`src/shared/arb_pkg.sv`:
```
// constants and types for the secondary bus request arbiter
`default_nettype none
package arb_pkg;
	// requesters: 0 is the internal requester, 1 to 4 the external masters
	localparam int         NREQ        = 5;
	localparam int         IDX_W       = 3;

	// register offsets on the plain register port
	localparam logic [7:0] RSVD_OFS    = 8'h44;
	localparam logic [7:0] ARB_CTRL_OFS = 8'h48;
	localparam logic [7:0] ARB_STAT_OFS = 8'h80;

	// field positions inside bus_arbitration_control
	localparam int         EN_LSB      = 0;
	localparam int         EXT_BIT     = 9;
	localparam int         BMTO_BIT    = 10;
	localparam int         BMREF_BIT   = 11;
	localparam int         FAIR_LSB    = 12;
	localparam int         FAIR_W      = 8;
	localparam int         TOG_BIT     = 20;
	localparam int         PRIO_LSB    = 22;

	// reset value and writable bits of bus_arbitration_control
	localparam logic [31:0] CTRL_RST   = 32'h0040_801f;
	localparam logic [31:0] CTRL_WMASK = 32'h07df_fe1f;
	localparam logic [31:0] RSVD_RST   = 32'h0000_0000;

	// field positions inside the status word
	localparam int         ST_BROKEN_LSB = 0;
	localparam int         ST_GNT_LSB    = 5;
	localparam int         ST_OWN_BIT    = 10;

	// timing counts in bus clocks
	localparam int         BM_CYCLES   = 16;
	localparam logic [3:0] BM_LAST     = 4'(BM_CYCLES - 1);
	localparam int         TOG_DELAY   = 2;
	localparam logic [1:0] TOG_GAP_AT  = 2'(TOG_DELAY - 1);
	localparam logic [1:0] TOG_DONE    = 2'(TOG_DELAY);

	typedef struct packed {
		logic [NREQ-1:0]   prio;
		logic              tog;
		logic [FAIR_W-1:0] fair;
		logic              bm_ref;
		logic              bm_en;
		logic              ext;
		logic [NREQ-1:0]   en;
	} ctrl_t;

	typedef struct packed {
		logic              own;
		logic [NREQ-1:0]   granted;
		logic [NREQ-1:0]   broken;
	} stat_t;

	typedef enum logic [1:0] {ST_IDLE, ST_WAIT, ST_OWN} arb_state_t;

	// index of a requester to its one-hot bit
	function automatic logic [NREQ-1:0] idx_onehot(input logic [IDX_W-1:0] idx);
		idx_onehot = 5'h01 << idx;
	endfunction
endpackage
`default_nettype wire

```
`src/rtl/pci_bus_request_arbiter.sv`:
```
// internal arbiter of the secondary bus: grants, fairness, broken-master handling
// Overview of operation
// - each of the five requesters has an enable bit 0..4, reset to one, and a cleared bit keeps it out.
// - bit 9 at zero lets this arbiter drive grants, at one it stands aside for an outside arbiter.
// - with bit 10 set, sixteen idle cycles of a held grant without FRAME# count toward a timeout.
// - with bit 11 clear a timed-out requester is ignored for good once it drops REQ# for a clock.
// - with bit 11 set the broken state is cleared after every other requester was served once.
// - bits 19:12, reset 08h, give the cycles a grant is held after another request shows up.
// - the fairness counter reloads from bits 19:12 on every new grant.
// - the fairness counter only starts to count down after the next fall of FRAME#.
// - a fairness value of zero holds the grant until the owner drops its REQ#.
// - with bit 20 clear the grant stays asserted after the owner starts its frame.
// - with bit 20 set the grant is removed for one clock, two clocks after FRAME# falls.
// - bits 22..26 give each requester a high (one) or low (zero) priority level.
// - after reset the internal requester is high priority and masters 1 to 4 low.
//
// Chosen here: strobed register access.
`default_nettype none
module pci_bus_request_arbiter (
	input  wire logic        ref_clk,
	input  wire logic        srst,
	input  wire logic [7:0]  reg_addr,
	input  wire logic [31:0] reg_wdata,
	input  wire logic        reg_wr,
	input  wire logic        reg_rd,
	output logic [31:0]      reg_rdata,
	input  wire logic        int_req,
	input  wire logic [3:0]  req_n,
	input  wire logic        frame_n,
	input  wire logic        irdy_n,
	input  wire logic        ext_gnt_n,
	output logic             int_gnt,
	output logic [3:0]       gnt_n,
	output logic             ext_req_n,
	output logic             ext_arb_sel
);
	import arb_pkg::*;

	arb_pkg::ctrl_t ctrl;
	arb_pkg::stat_t stat;

	// registers seen by software
	arb_regs arb_regs_i (
		.ref_clk   (ref_clk),
		.srst      (srst),
		.reg_addr  (reg_addr),
		.reg_wdata (reg_wdata),
		.reg_wr    (reg_wr),
		.reg_rd    (reg_rd),
		.stat      (stat),
		.reg_rdata (reg_rdata),
		.ctrl      (ctrl)
	);

	arb_state_t         state_ff;
	arb_state_t         nxt_state;
	logic [IDX_W-1:0]   owner_ff;
	logic [IDX_W-1:0]   nxt_owner;
	logic [NREQ-1:0]    gnt_ff;
	logic [NREQ-1:0]    nxt_gnt;
	logic [NREQ-1:0]    tmo_ff;
	logic [NREQ-1:0]    broken_ff;
	logic [NREQ-1:0]    served_ff;
	logic [FAIR_W-1:0]  fair_cnt_ff;
	logic [3:0]         bm_cnt_ff;
	logic               frame_prev_ff;
	logic               int_gnt_ff;
	logic [3:0]         gnt_n_ff;
	logic               ext_req_n_ff;
	logic               ext_sel_ff;

	logic [NREQ-1:0]    req;
	logic [NREQ-1:0]    owner_oh;
	logic [NREQ-1:0]    elig;
	logic               frame_fall;
	logic               bus_idle;
	logic               other_req;
	logic               own_drop;
	logic               own_off;
	logic               bm_tmo;
	logic               fair_out;
	logic               release_gnt;
	logic               pick_valid;
	logic [IDX_W-1:0]   pick_idx;
	logic               new_grant;
	logic               tog_gap;
	logic               faulty_any;
	logic               all_served;

	// requests active high, internal requester at bit 0
	assign req        = {~req_n, int_req};
	assign owner_oh   = idx_onehot(owner_ff);
	assign frame_fall = frame_prev_ff & ~frame_n;
	assign bus_idle   = frame_n & irdy_n;

	// disabled, timed-out and broken requesters take no part
	assign elig = req & ctrl.en & ~(tmo_ff | broken_ff) & {NREQ{~ctrl.ext}};

	// next owner out of the eligible set
	arb_pick arb_pick_i (
		.elig  (elig),
		.prio  (ctrl.prio),
		.last  (owner_ff),
		.valid (pick_valid),
		.idx   (pick_idx)
	);

	// someone else waits while the current owner holds the grant
	assign other_req = |(elig & ~owner_oh);

	// owner gave up the bus, or may no longer hold it
	assign own_drop = ~|(req & owner_oh);
	assign own_off  = ~|(ctrl.en & owner_oh) | ctrl.ext;

	// grant held on an idle bus for the full count with no frame
	assign bm_tmo = ctrl.bm_en && state_ff == ST_WAIT && bus_idle && bm_cnt_ff == BM_LAST;

	// fairness ran out and another requester is waiting; zero never runs out
	assign fair_out = ctrl.fair != 8'h00 && state_ff == ST_OWN && fair_cnt_ff == 8'h00 && other_req;

	assign release_gnt = own_drop | own_off | bm_tmo | fair_out;
	assign new_grant   = state_ff == ST_IDLE && pick_valid;

	// one-clock gap two clocks after the owner's frame began; the grant goes
	// through two flops to the pin, so the gap is decided in the frame's first cycle
	assign tog_gap = ctrl.tog && state_ff == ST_WAIT && frame_fall;

	// owner changes only through an idle cycle, so two grants never overlap
	always_comb begin
		nxt_state = state_ff;
		nxt_owner = owner_ff;
		case (state_ff)
			ST_IDLE: begin
				if (pick_valid) begin
					nxt_state = ST_WAIT;
					nxt_owner = pick_idx;
				end
			end
			ST_WAIT: begin
				if (release_gnt) begin
					nxt_state = ST_IDLE;
				end else if (frame_fall) begin
					nxt_state = ST_OWN;
				end
			end
			ST_OWN: begin
				if (release_gnt) begin
					nxt_state = ST_IDLE;
				end
			end
			default: begin
				nxt_state = ST_IDLE;
			end
		endcase
	end

	// grant vector as it will stand in the next cycle
	always_comb begin
		if (nxt_state == ST_IDLE || tog_gap) begin
			nxt_gnt = '0;
		end else begin
			nxt_gnt = idx_onehot(nxt_owner);
		end
	end

	// arbitration state and owner
	always_ff @(posedge ref_clk) begin
		if (srst) begin
			state_ff <= ST_IDLE;
			owner_ff <= 3'h0;
			gnt_ff   <= '0;
		end else begin
			state_ff <= nxt_state;
			owner_ff <= nxt_owner;
			gnt_ff   <= nxt_gnt;
		end
	end

	// previous FRAME# level for fall detection
	always_ff @(posedge ref_clk) begin
		if (srst) begin
			frame_prev_ff <= 1'b1;
		end else begin
			frame_prev_ff <= frame_n;
		end
	end

	// fairness counter: reload per grant, count only once the frame has begun
	always_ff @(posedge ref_clk) begin
		if (srst) begin
			fair_cnt_ff <= 8'h08;
		end else if (new_grant) begin
			fair_cnt_ff <= ctrl.fair;
		end else if (state_ff == ST_OWN && other_req && fair_cnt_ff != 8'h00) begin
			fair_cnt_ff <= fair_cnt_ff - 8'h01;
		end
	end

	// broken-master count of idle cycles without a frame
	always_ff @(posedge ref_clk) begin
		if (srst) begin
			bm_cnt_ff <= 4'h0;
		end else if (state_ff != ST_WAIT) begin
			bm_cnt_ff <= 4'h0;
		end else if (ctrl.bm_en && bus_idle && bm_cnt_ff != BM_LAST) begin
			bm_cnt_ff <= bm_cnt_ff + 4'h1;
		end
	end

	// a requester counts as faulty while timed out or broken
	assign faulty_any = |(tmo_ff | broken_ff);
	assign all_served = &(served_ff | ~ctrl.en | tmo_ff | broken_ff);

	// timed-out owners wait for a REQ# drop; refresh clears all faults once
	// every healthy requester has had a turn, which keeps a flaky master from starving others
	always_ff @(posedge ref_clk) begin
		if (srst) begin
			tmo_ff    <= '0;
			broken_ff <= '0;
		end else if (ctrl.bm_ref && faulty_any && all_served) begin
			// a timeout in the refresh cycle still marks its owner
			tmo_ff    <= bm_tmo ? owner_oh : '0;
			broken_ff <= '0;
		end else begin
			for (int i = 0; i < NREQ; i++) begin
				if (bm_tmo && owner_oh[i]) begin
					tmo_ff[i] <= 1'b1;
				end else if (tmo_ff[i] && !req[i] && !ctrl.bm_ref) begin
					tmo_ff[i]    <= 1'b0;
					broken_ff[i] <= 1'b1;
				end
			end
		end
	end

	// grants handed out since the last fault refresh
	always_ff @(posedge ref_clk) begin
		if (srst) begin
			served_ff <= '0;
		end else if (!faulty_any || (ctrl.bm_ref && all_served)) begin
			served_ff <= '0;
		end else if (new_grant) begin
			served_ff <= served_ff | idx_onehot(pick_idx);
		end
	end

	// pins: in outside-arbiter mode the internal requester goes out and back
	always_ff @(posedge ref_clk) begin
		if (srst) begin
			int_gnt_ff   <= 1'b0;
			gnt_n_ff     <= 4'hf;
			ext_req_n_ff <= 1'b1;
			ext_sel_ff   <= 1'b0;
		end else begin
			int_gnt_ff   <= ctrl.ext ? ~ext_gnt_n : gnt_ff[0];
			gnt_n_ff     <= ~gnt_ff[4:1];
			ext_req_n_ff <= ~(ctrl.ext & int_req);
			ext_sel_ff   <= ctrl.ext;
		end
	end

	assign int_gnt     = int_gnt_ff;
	assign gnt_n       = gnt_n_ff;
	assign ext_req_n   = ext_req_n_ff;
	assign ext_arb_sel = ext_sel_ff;

	// status for software
	assign stat.broken  = tmo_ff | broken_ff;
	assign stat.granted = gnt_ff;
	assign stat.own     = state_ff == ST_OWN;
endmodule // pci_bus_request_arbiter
`default_nettype wire

```
`src/rtl/arb_regs.sv`:
```
// control and status registers of the bus arbiter on the plain register port
`default_nettype none
module arb_regs (
	input  wire logic            ref_clk,
	input  wire logic            srst,
	input  wire logic [7:0]      reg_addr,
	input  wire logic [31:0]     reg_wdata,
	input  wire logic            reg_wr,
	input  wire logic            reg_rd,
	input  wire arb_pkg::stat_t  stat,
	output logic [31:0]          reg_rdata,
	output arb_pkg::ctrl_t       ctrl
);
	import arb_pkg::*;

	logic [31:0] ctrl_ff;
	logic [31:0] rdata_ff;

	// read-only bits are masked on write so they always read zero
	always_ff @(posedge ref_clk) begin
		if (srst) begin
			ctrl_ff <= CTRL_RST;
		end else if (reg_wr && reg_addr == ARB_CTRL_OFS) begin
			ctrl_ff <= reg_wdata & CTRL_WMASK;
		end
	end

	// read data stands one cycle after the strobe and only then
	always_ff @(posedge ref_clk) begin
		if (srst) begin
			rdata_ff <= 32'h0000_0000;
		end else if (reg_rd) begin
			case (reg_addr)
				ARB_CTRL_OFS: rdata_ff <= ctrl_ff;
				RSVD_OFS:     rdata_ff <= RSVD_RST;
				ARB_STAT_OFS: rdata_ff <= {21'h000000, stat};
				default:      rdata_ff <= 32'h0000_0000;
			endcase
		end else begin
			rdata_ff <= 32'h0000_0000;
		end
	end

	assign reg_rdata   = rdata_ff;
	assign ctrl.en     = ctrl_ff[EN_LSB +: NREQ];
	assign ctrl.ext    = ctrl_ff[EXT_BIT];
	assign ctrl.bm_en  = ctrl_ff[BMTO_BIT];
	assign ctrl.bm_ref = ctrl_ff[BMREF_BIT];
	assign ctrl.fair   = ctrl_ff[FAIR_LSB +: FAIR_W];
	assign ctrl.tog    = ctrl_ff[TOG_BIT];
	assign ctrl.prio   = ctrl_ff[PRIO_LSB +: NREQ];
endmodule // arb_regs
`default_nettype wire

```
`src/rtl/arb_pick.sv`:
```
// two-level rotating choice of the next bus owner
`default_nettype none
module arb_pick (
	input  wire logic [4:0] elig,
	input  wire logic [4:0] prio,
	input  wire logic [2:0] last,
	output logic            valid,
	output logic [2:0]      idx
);
	import arb_pkg::*;

	// first set bit after the last owner, wrapping; returns {found, index}
	function automatic logic [3:0] rr_first(input logic [NREQ-1:0] v, input logic [IDX_W-1:0] last_idx);
		logic [3:0] s;
		logic [3:0] r;
		r = 4'h0;
		for (int k = NREQ; k >= 1; k--) begin
			s = {1'b0, last_idx} + 4'(k);
			if (s >= 4'(NREQ)) begin
				s = s - 4'(NREQ);
			end
			if (v[s[2:0]]) begin
				r = {1'b1, s[2:0]};
			end
		end
		return r;
	endfunction

	logic [3:0] hi_pick;
	logic [3:0] lo_pick;

	// high level is served first, both levels rotate on from the same last owner
	assign hi_pick = rr_first(elig & prio, last);
	assign lo_pick = rr_first(elig & ~prio, last);
	assign valid   = hi_pick[3] | lo_pick[3];
	assign idx     = hi_pick[3] ? hi_pick[2:0] : lo_pick[2:0];
endmodule // arb_pick
`default_nettype wire

```
`config.mk`:
```
export PLATFORM = sky130hd
export DESIGN_NAME = pci_bus_request_arbiter
export DESIGN_NICKNAME = d
export VERILOG_FILES = /design/src/shared/arb_pkg.sv /design/src/rtl/pci_bus_request_arbiter.sv /design/src/rtl/arb_regs.sv /design/src/rtl/arb_pick.sv
export SDC_FILE = /design/constraint.sdc
export NUM_CORES = 1
export LEC_CHECK = 0
export BUFFER_PORTS_ARGS = -buffer_cell sky130_fd_sc_hd__buf_2
export CORE_ASPECT_RATIO = 0.9
export CORE_MARGIN = 2
export CORE_UTILIZATION = 52
export DETAILED_ROUTE_END_ITERATION = 6
export GPL_TIMING_DRIVEN = 0
export PLACE_DENSITY = 0.78
export SYNTH_ARGS = -nofsm -noshare
export SYNTH_HDL_FRONTEND = slang
export SYNTH_SLANG_ARGS = --single-unit
```
`constraint.sdc`:
```
create_clock -name ref_clk -period 4.4 [get_ports ref_clk]
set_clock_uncertainty 0.2 [all_clocks]
set_input_delay 0 -clock ref_clk [delete_from_list [all_inputs] [get_ports ref_clk]]
set_output_delay 0 -clock ref_clk [all_outputs]
set_load 0.05 [all_outputs]
```
==> results.yml, run 1 <==
outcome:
  status: "completed"
yosys:
  synthTopCellsByArea: "dfxtp_1 (32%), nand2_1 (5.4%), a21oi_1 (4.1%)"
  netlist_instances: 727
  synth_ff_type: "dfxtp_1"
  synth_most_common_cell: "dfxtp_1"
  synth_edf_count: 0
  synth_xor_area_share_pct: 1.783
  synth_top_family_by_area: "simple AND/OR/NAND/NOR gates"
  synth_area_um2: 5826
  yosysTopAreaCell: "dfxtp_1"
  synthDominantCellAreaShare_pct: 31.96
  synth-async-reset-ratio_pct: 0
  synth_cell_types: 79
  synth_simple_gate_area_share_pct: 30.82
  ys_top_cells_by_count: "dfxtp_1 (93), nand2_1 (84), nor2_1 (51), a21oi_1 (48), nand3_1 (31)"
  ys_seq_area_share_pct: 31.96
  synth_warnings: 0
  synth.mux.area_fraction_pct: 4.102
  synth_compound_area_share_pct: 22.59
  synth_seq_cells: 93
  postSynthAreaPerCell_um2: 8.013
  synthAdderAreaFrac_pct: 3.565
pwr:
  p_clk_share_pct: 19.7
  seqPwrFrac_pct: 25.6
  sw_frac_of_total_pct: 43.77
  powerDensity_nw_per_um2: 514.3
  comb_power_share_pct: 54.7
  leakage_nw: 2.914
  p_switching_mw: 1.656
  p_int_mw: 2.128
  peakVddDrop_uv: 276.6
  p_total_mw: 3.784
die:
  die_h_um: 104.4
  dieArea_um2: 12070
  rows: 36
  start_util_pct: 53.67
  ios: 91
  design.core.area_um2: 10860
  die_x_um: 115.6
placed_design:
  placed_area_um2: 6405
  portBuffers: 74
  dpl.hpwl_um: 14270
  place.gp.congestion: 1.041
critical_path:
  critPathMaxFanout: 10
  required_ns: 4.44
  rrSetupSlack_ns: 0.05
  crit_path_end: "owner_ff[2]$_SDFF_PP0_"
  reg2reg_depth: 12
  critPathLaunchType: "register"
  worstSetupPathType: "register to register"
  arrival_ns: 4.39
  crit_start: "owner_ff[1]$_SDFF_PP0_"
  rr_startpoint: "owner_ff[1]$_SDFF_PP0_"
  cp-end-kind: "register"
  worstReg2RegEnd: "owner_ff[2]$_SDFF_PP0_"
finish:
  n_antenna_cell: 0
  final_util_pct: 67.77
  drive_gt1_share_pct: 20.32
  syn_to_final_growth_pct: 26.29
  layout.nets: 944
  fin_area_um2: 7357
clocking:
  ctsRootBufferMaster: "clkbuf_16"
  cts_buffers: 9
  clock-sinks: 93
  cts_buffer_depth: 2
  clk_pin_slew_ns: 0.07
  htree_levels: 3
  clk_latency_ns: 0.35
  cts_tree: "built"
global_routing:
  antenna_found_initial: 1
  gr-total-overflow: 0
  grt_pass1_wl_um: 30840
  grt_usage_pct: 32.86
  grt_pass1_vias: 5869
  grt_max_degree: 17
sta:
  report.final.slew_viol_count: 0
  fin_crit_sh_pct: 98.96
  finalSetupTns_ns: 0
  hold_viol: 0
  rsz0062_at_grt: "yes"
  period_minus_slack_ns: 4.354
  tightestPinTransition_ns: 1.363
  slew_headroom_pct: 8.301
  setup_viol: 0
  max_freq_ghz: 0.2297
hold_path:
  min-delay-path-class: "input port to register"
route:
  firstDrtPassIters: 6
  num_vias: 6438
  drt_iter0_markers: 671
  drtAntennaViolNets: 0
  remaining_drc_errors: 0
  routed_wirelength_um: 20290
  wl_per_cell_um: 19.64
  via_per_inst: 6.232
run:
  cap_violations: 0
[power by group through the flow]
stage | sequential [mW] | combinational [mW] | clock (mW)
2_1_floorplan | 0.986 | 1.34 | 0
3_3_place_gp | 0.982 | 1.75 | 0
3_5_place_dp | 0.984 | 1.75 | 0
4_1_cts | 0.969 | 1.81 | 0.751
5_1_grt | 0.973 | 2.21 | 0.787
6_report | 0.968 | 2.07 | 0.746
[registers in the layout, indices dropped and copies added, names as in the netlist]
name                  cells
arb_regs_i.reg_rdata     26
broken_ff                 5
tmo_ff                    5
owner_ff                  3
state_ff                  2
gnt_ff                    5
int_gnt                   1
frame_prev_ff             1
ext_arb_sel               1
ext_req_n                 1
bm_cnt_ff                 4
fair_cnt_ff               8
gnt_n                     4
served_ff                 5
arb_regs_i.ctrl_ff       22
[kinds of logic after synthesis]
logic type | Yosys count
other cells | 1
xor+xnor | 11
simple gates | 338
compound gates | 186
flops | 93
mux | 22
fa+ha+maj | 16
buf+inv | 60
[worst max-delay path, stage by stage, from the launching register on]
cell and delay [ns]:
dfxtp_4 0.44, clkinvlp_4 0.17, ha_1 0.46, buf_2 0.34, a21boi_0 0.34, nor2_1 0.20
o31a_1 0.31, o31a_1 0.30, a2111o_1 0.38, a211oi_1 0.31, o21ai_0 0.28, and2_1 0.27
nor2_2 0.24
[what timing repair did]
action                     CTS  global route
setup endpoints to repair   22            20
pin swaps                    2             4
hold endpoints to repair    54             0
hold buffers                41             0
setup buffers                0            18
gates resized for setup     11            17
[how the worst min path moves through the flow]
stage / slack, ns / endpoint / cells after the start / start
final: 0.01 / arb_regs_i.reg_rdata[2]$_SDFF_PP0_ / 5 / reg_addr[3]
after global routing: 0.07 / arb_regs_i.reg_rdata[4]$_SDFF_PP0_ / 5 / reg_addr[3]
after CTS: 0.05 / arb_regs_i.reg_rdata[9]$_SDFF_PP0_ / 6 / reg_addr[6]
after detailed placement: -0.01 / int_gnt$_SDFF_PP0_ / 2 / ext_gnt_n
after global placement: -0.0009 / int_gnt$_SDFF_PP0_ / 2 / ext_gnt_n
after floorplan: -0.14 / ext_req_n$_SDFF_PP1_ / 1 / int_req
[layer usage]
layer  wire (um)  vias to the layer above  global-route usage, %
li1            -                     2948                      -
met1        8552                     3015                  46.36
met5          13                        -                      0
met4         491                        2                  8.348
met2        8740                      413                  47.37
met3        2492                       60                  11.83
[layout make-up]
type | instances | area [um^2]
sequential | 93 | 1871
multi-input combinational | 579 | 3770
inverter | 18 | 77.57
buffer | 42 | 235.2
fill | 870 | 3498
clock inverter | 6 | 46.29
tap | 152 | 190.2
timing repair buffer | 133 | 928.4
clock buffer | 10 | 239.0
[per-stage QoR]
stage | setup slack [ns] | instances | hold WS (ns)
floorplan | 0.1151 | 732 | -0.1381
global placement | -0.7769 | 958 | -0.0009221
detailed placement | -0.6806 | 958 | -0.01073
CTS | 0.03120 | 1015 | 0.04993
global route | -0.04762 | 1033 | 0.06879
finish | 0.04582 | 1033 | 0.01019
[placed cells by master (no fill, tap or decap), types with 7 or more instances in the layout]
cell,synthesis,final
ha_1,15,15
nor2b_1,15,14
clkbuf_16,0,9
and2_1,16,16
mux2i_1,16,15
or2_2,8,8
nor3_1,27,27
nor3b_1,8,7
o21ai_0,26,26
nand2_1,84,84
dlygate4sd3_1,0,41
o21a_1,7,7
inv_1,17,15
xnor2_1,7,7
o211ai_1,7,7
buf_4,7,24
nand2b_1,25,25
a211oi_1,21,20
nor4_1,22,21
nand3b_1,13,13
clkbuf_1,20,20
a22oi_1,8,7
nand3_1,31,30
a21oi_1,48,48
dfxtp_1,93,90
and3_1,9,9
buf_2,7,82
nor2_1,51,49
(Power assumes the default switching activity.)
==> inputs of run 2 (changes only) <==
- CELL_PAD_IN_SITES_DETAIL_PLACEMENT: default -> 1
- CELL_PAD_IN_SITES_GLOBAL_PLACEMENT: default -> 2
- CORE_UTILIZATION: 52 -> 30
- PLACE_DENSITY: 0.78 -> 0.77
==> results.yml, run 2 (synthesized netlist as in run 1, its figures left out) <==
pwr:
  leakage_nw: 3.006
  seqPwrFrac_pct: 23.3
  powerDensity_nw_per_um2: 530.9
  p_clk_share_pct: 20.3
  p_switching_mw: 1.766
  sw_frac_of_total_pct: 43.04
  p_int_mw: 2.337
  comb_power_share_pct: 56.3
  peakVddDrop_uv: 179.3
route:
  wl_met2_um: 10540
  firstDrtPassIters: 7
  num_vias: 6328
  dr.max_layer_used: "met4"
  dr_wl_met3_um: 1200
  wl_per_cell_um: 20.28
  drt_iter0_markers: 352
  via_per_inst: 5.517
  routed_wirelength_um: 23260
  remaining_drc_errors: 0
  drtAntennaViolNets: 0
  wl_met1_um: 11230
hold_path:
  min-delay-path-class: "input port to register"
  hold_depth: 5
  min-delay-start: "reg_addr[4]"
  worst_hold_path.endpoint: "arb_regs_i.reg_rdata[1]$_SDFF_PP0_"
finish:
  syn_to_final_growth_pct: 32.67
  final_common_cell: "dfxtp_1"
  largest_reg_flops: 26
  n_antenna_cell: 0
  layout.cells.non_filler: 1147
  drive_gt1_share_pct: 23.08
  final_util_pct: 40.47
  layout.nets: 960
  final_cell_mix: "dfxtp_1 (90), nand2_1 (84), buf_2 (80), nor2_1 (48), a21oi_1 (48)"
sta:
  max_freq_ghz: 0.2262
  tightestPinTransition_ns: 1.385
  report.final.slew_viol_count: 0
  setup_slack_ns: -0.02082
  finalSetupTns_ns: -0.02082
  slew_headroom_pct: 6.832
  period_minus_slack_ns: 4.421
  hold_viol: 0
  setup_viol: 1
  fin_crit_sh_pct: 100.5
critical_path:
  arrival_ns: 4.45
  critPathLaunchType: "register"
  path_cells: "clkinvlp_4, ha_4, ha_4, buf_6, or2_4, o211ai_1, or4_1, o221ai_2, or3_4, buf_6, or3b_4, o41ai_4, buf_6, a21oi_1, nor2_1"
  crit_family: "simple AND/OR/NAND/NOR gates"
  critPathMaxFanout: 8
  rr_startpoint: "owner_ff[1]$_SDFF_PP0_"
  required_ns: 4.43
  crit_buf_inv: 4
  worstReg2RegEnd: "owner_ff[0]$_SDFF_PP0_"
  critPathMaxStageDelay_ns: 0.42
  slowest_stage: "or3b_4"
  path_common_cell: "buf_6"
  reg2reg_depth: 15
  rrSetupSlack_ns: -0.02
  cp-end-kind: "register"
  worstSetupPathType: "register to register"
die:
  ios: 91
  die_h_um: 136.2
  design.core.area_um2: 19100
  start_util_pct: 30.50
  rows: 48
  dieArea_um2: 20550
  die_x_um: 150.9
global_routing:
  antenna_found_initial: 0
  grt_max_degree: 16
  grt_usage_pct: 22.26
  gr-total-overflow: 0
  grt_pass1_vias: 6294
  grt_pass1_wl_um: 35130
clocking:
  clk_latency_ns: 0.35
  clock-sinks: 93
  cts_tree: "built"
  htree_levels: 3
  cts_buffers: 9
  clk_pin_slew_ns: 0.07
  ctsRootBufferMaster: "clkbuf_16"
  cts_buffer_depth: 2
placed_design:
  dpl.hpwl_um: 17400
  portBuffers: 74
  place.gp.congestion: 0.9219
  dp_cells: 1056
outcome:
  status: "finished, violations left"
  violations: "negative setup slack"
run:
  cap_violations: 0
[run 2: changes by cell type in the layout (fill, tap and decap cells not counted), moves of 2 or more]
cell	change
a211oi_1	-3
a211oi_2	+3
buf_2	-2
buf_4	+15
buf_6	+2
bufinv_16	+2
clkbuf_4	+2
ha_1	-2
ha_4	+2
inv_1	-2
[run 2: per-layer routing]
layer,vias to the layer above,track usage (%)
met5,-,0
met4,0,5.452
met3,27,4.329
met2,190,34.52
met1,3120,31.71
li1,2991,-
[run 2: how the worst max path moves through the flow]
stage / startpoint / to / slack [ns] / cells after the start
2_1_floorplan: owner_ff[1]$_SDFF_PP0_ / fair_cnt_ff[6]$_SDFFE_PP0P_ / 0.12 / 16
3_3_place_gp: owner_ff[1]$_SDFF_PP0_ / gnt_ff[4]$_SDFF_PP0_ / -0.94 / 15
3_5_place_dp: owner_ff[1]$_SDFF_PP0_ / gnt_ff[4]$_SDFF_PP0_ / -0.93 / 15
4_1_cts: owner_ff[2]$_SDFF_PP0_ / gnt_ff[0]$_SDFF_PP0_ / 0.008 / 15
5_1_grt: owner_ff[1]$_SDFF_PP0_ / fair_cnt_ff[7]$_SDFFE_PP0P_ / -0.05 / 16
6_report: owner_ff[1]$_SDFF_PP0_ / owner_ff[0]$_SDFF_PP0_ / -0.02 / 15
[run 2: layout make-up]
| cell class | count | area (um^2) |
|---|---|---|
| buffer | 42 | 244.0 |
| clock inverter | 5 | 83.83 |
| tap | 250 | 312.8 |
| fill | 2322 | 11370 |
| timing repair buffer | 149 | 1046 |
| clock buffer | 11 | 232.7 |
| inverter | 18 | 81.33 |
| sequential | 93 | 1871 |
| multi-input combinational | 579 | 3857 |
[run 2: what timing repair did]
item | CTS | global route
pin swaps | 3 | 13
cloned | 0 | 1
resized for setup | 16 | 35
hold buffers | 41 | 0
endpoints found under the hold margin | 55 | 0
setup buffers | 8 | 25
setup endpoints to repair | 22 | 21
[run 2: through the flow]
stage	hold slack (ns)	cell area (um^2)	worst slack [ns]	power, mW
5_1_grt	0.1048	7729	-0.04855	4.319
2_1_floorplan	-0.1381	5844	0.1151	2.325
6_report	0.07847	7729	-0.02082	4.104
3_3_place_gp	-0.001763	6528	-0.9415	2.803
4_1_cts	0.07729	7386	0.008433	3.800
3_5_place_dp	0.01642	6534	-0.9303	2.833
[run 2: tightest hold or removal path: cells and delay by family]
family | cells | cell delay, ns
AND/OR/NAND/NOR | 3 | 0.29
buffers and inverters | 1 | 0.07
AO/OA/AOI/OAI | 1 | 0.20
[run 2: power groups by stage]
stage	clock network, mW	logic (mW)	registers (mW)
3_3_place_gp	0	1.82	0.982
5_1_grt	0.886	2.47	0.965
6_report	0.834	2.31	0.958
2_1_floorplan	0	1.34	0.986
3_5_place_dp	0	1.85	0.986
4_1_cts	0.849	1.99	0.964
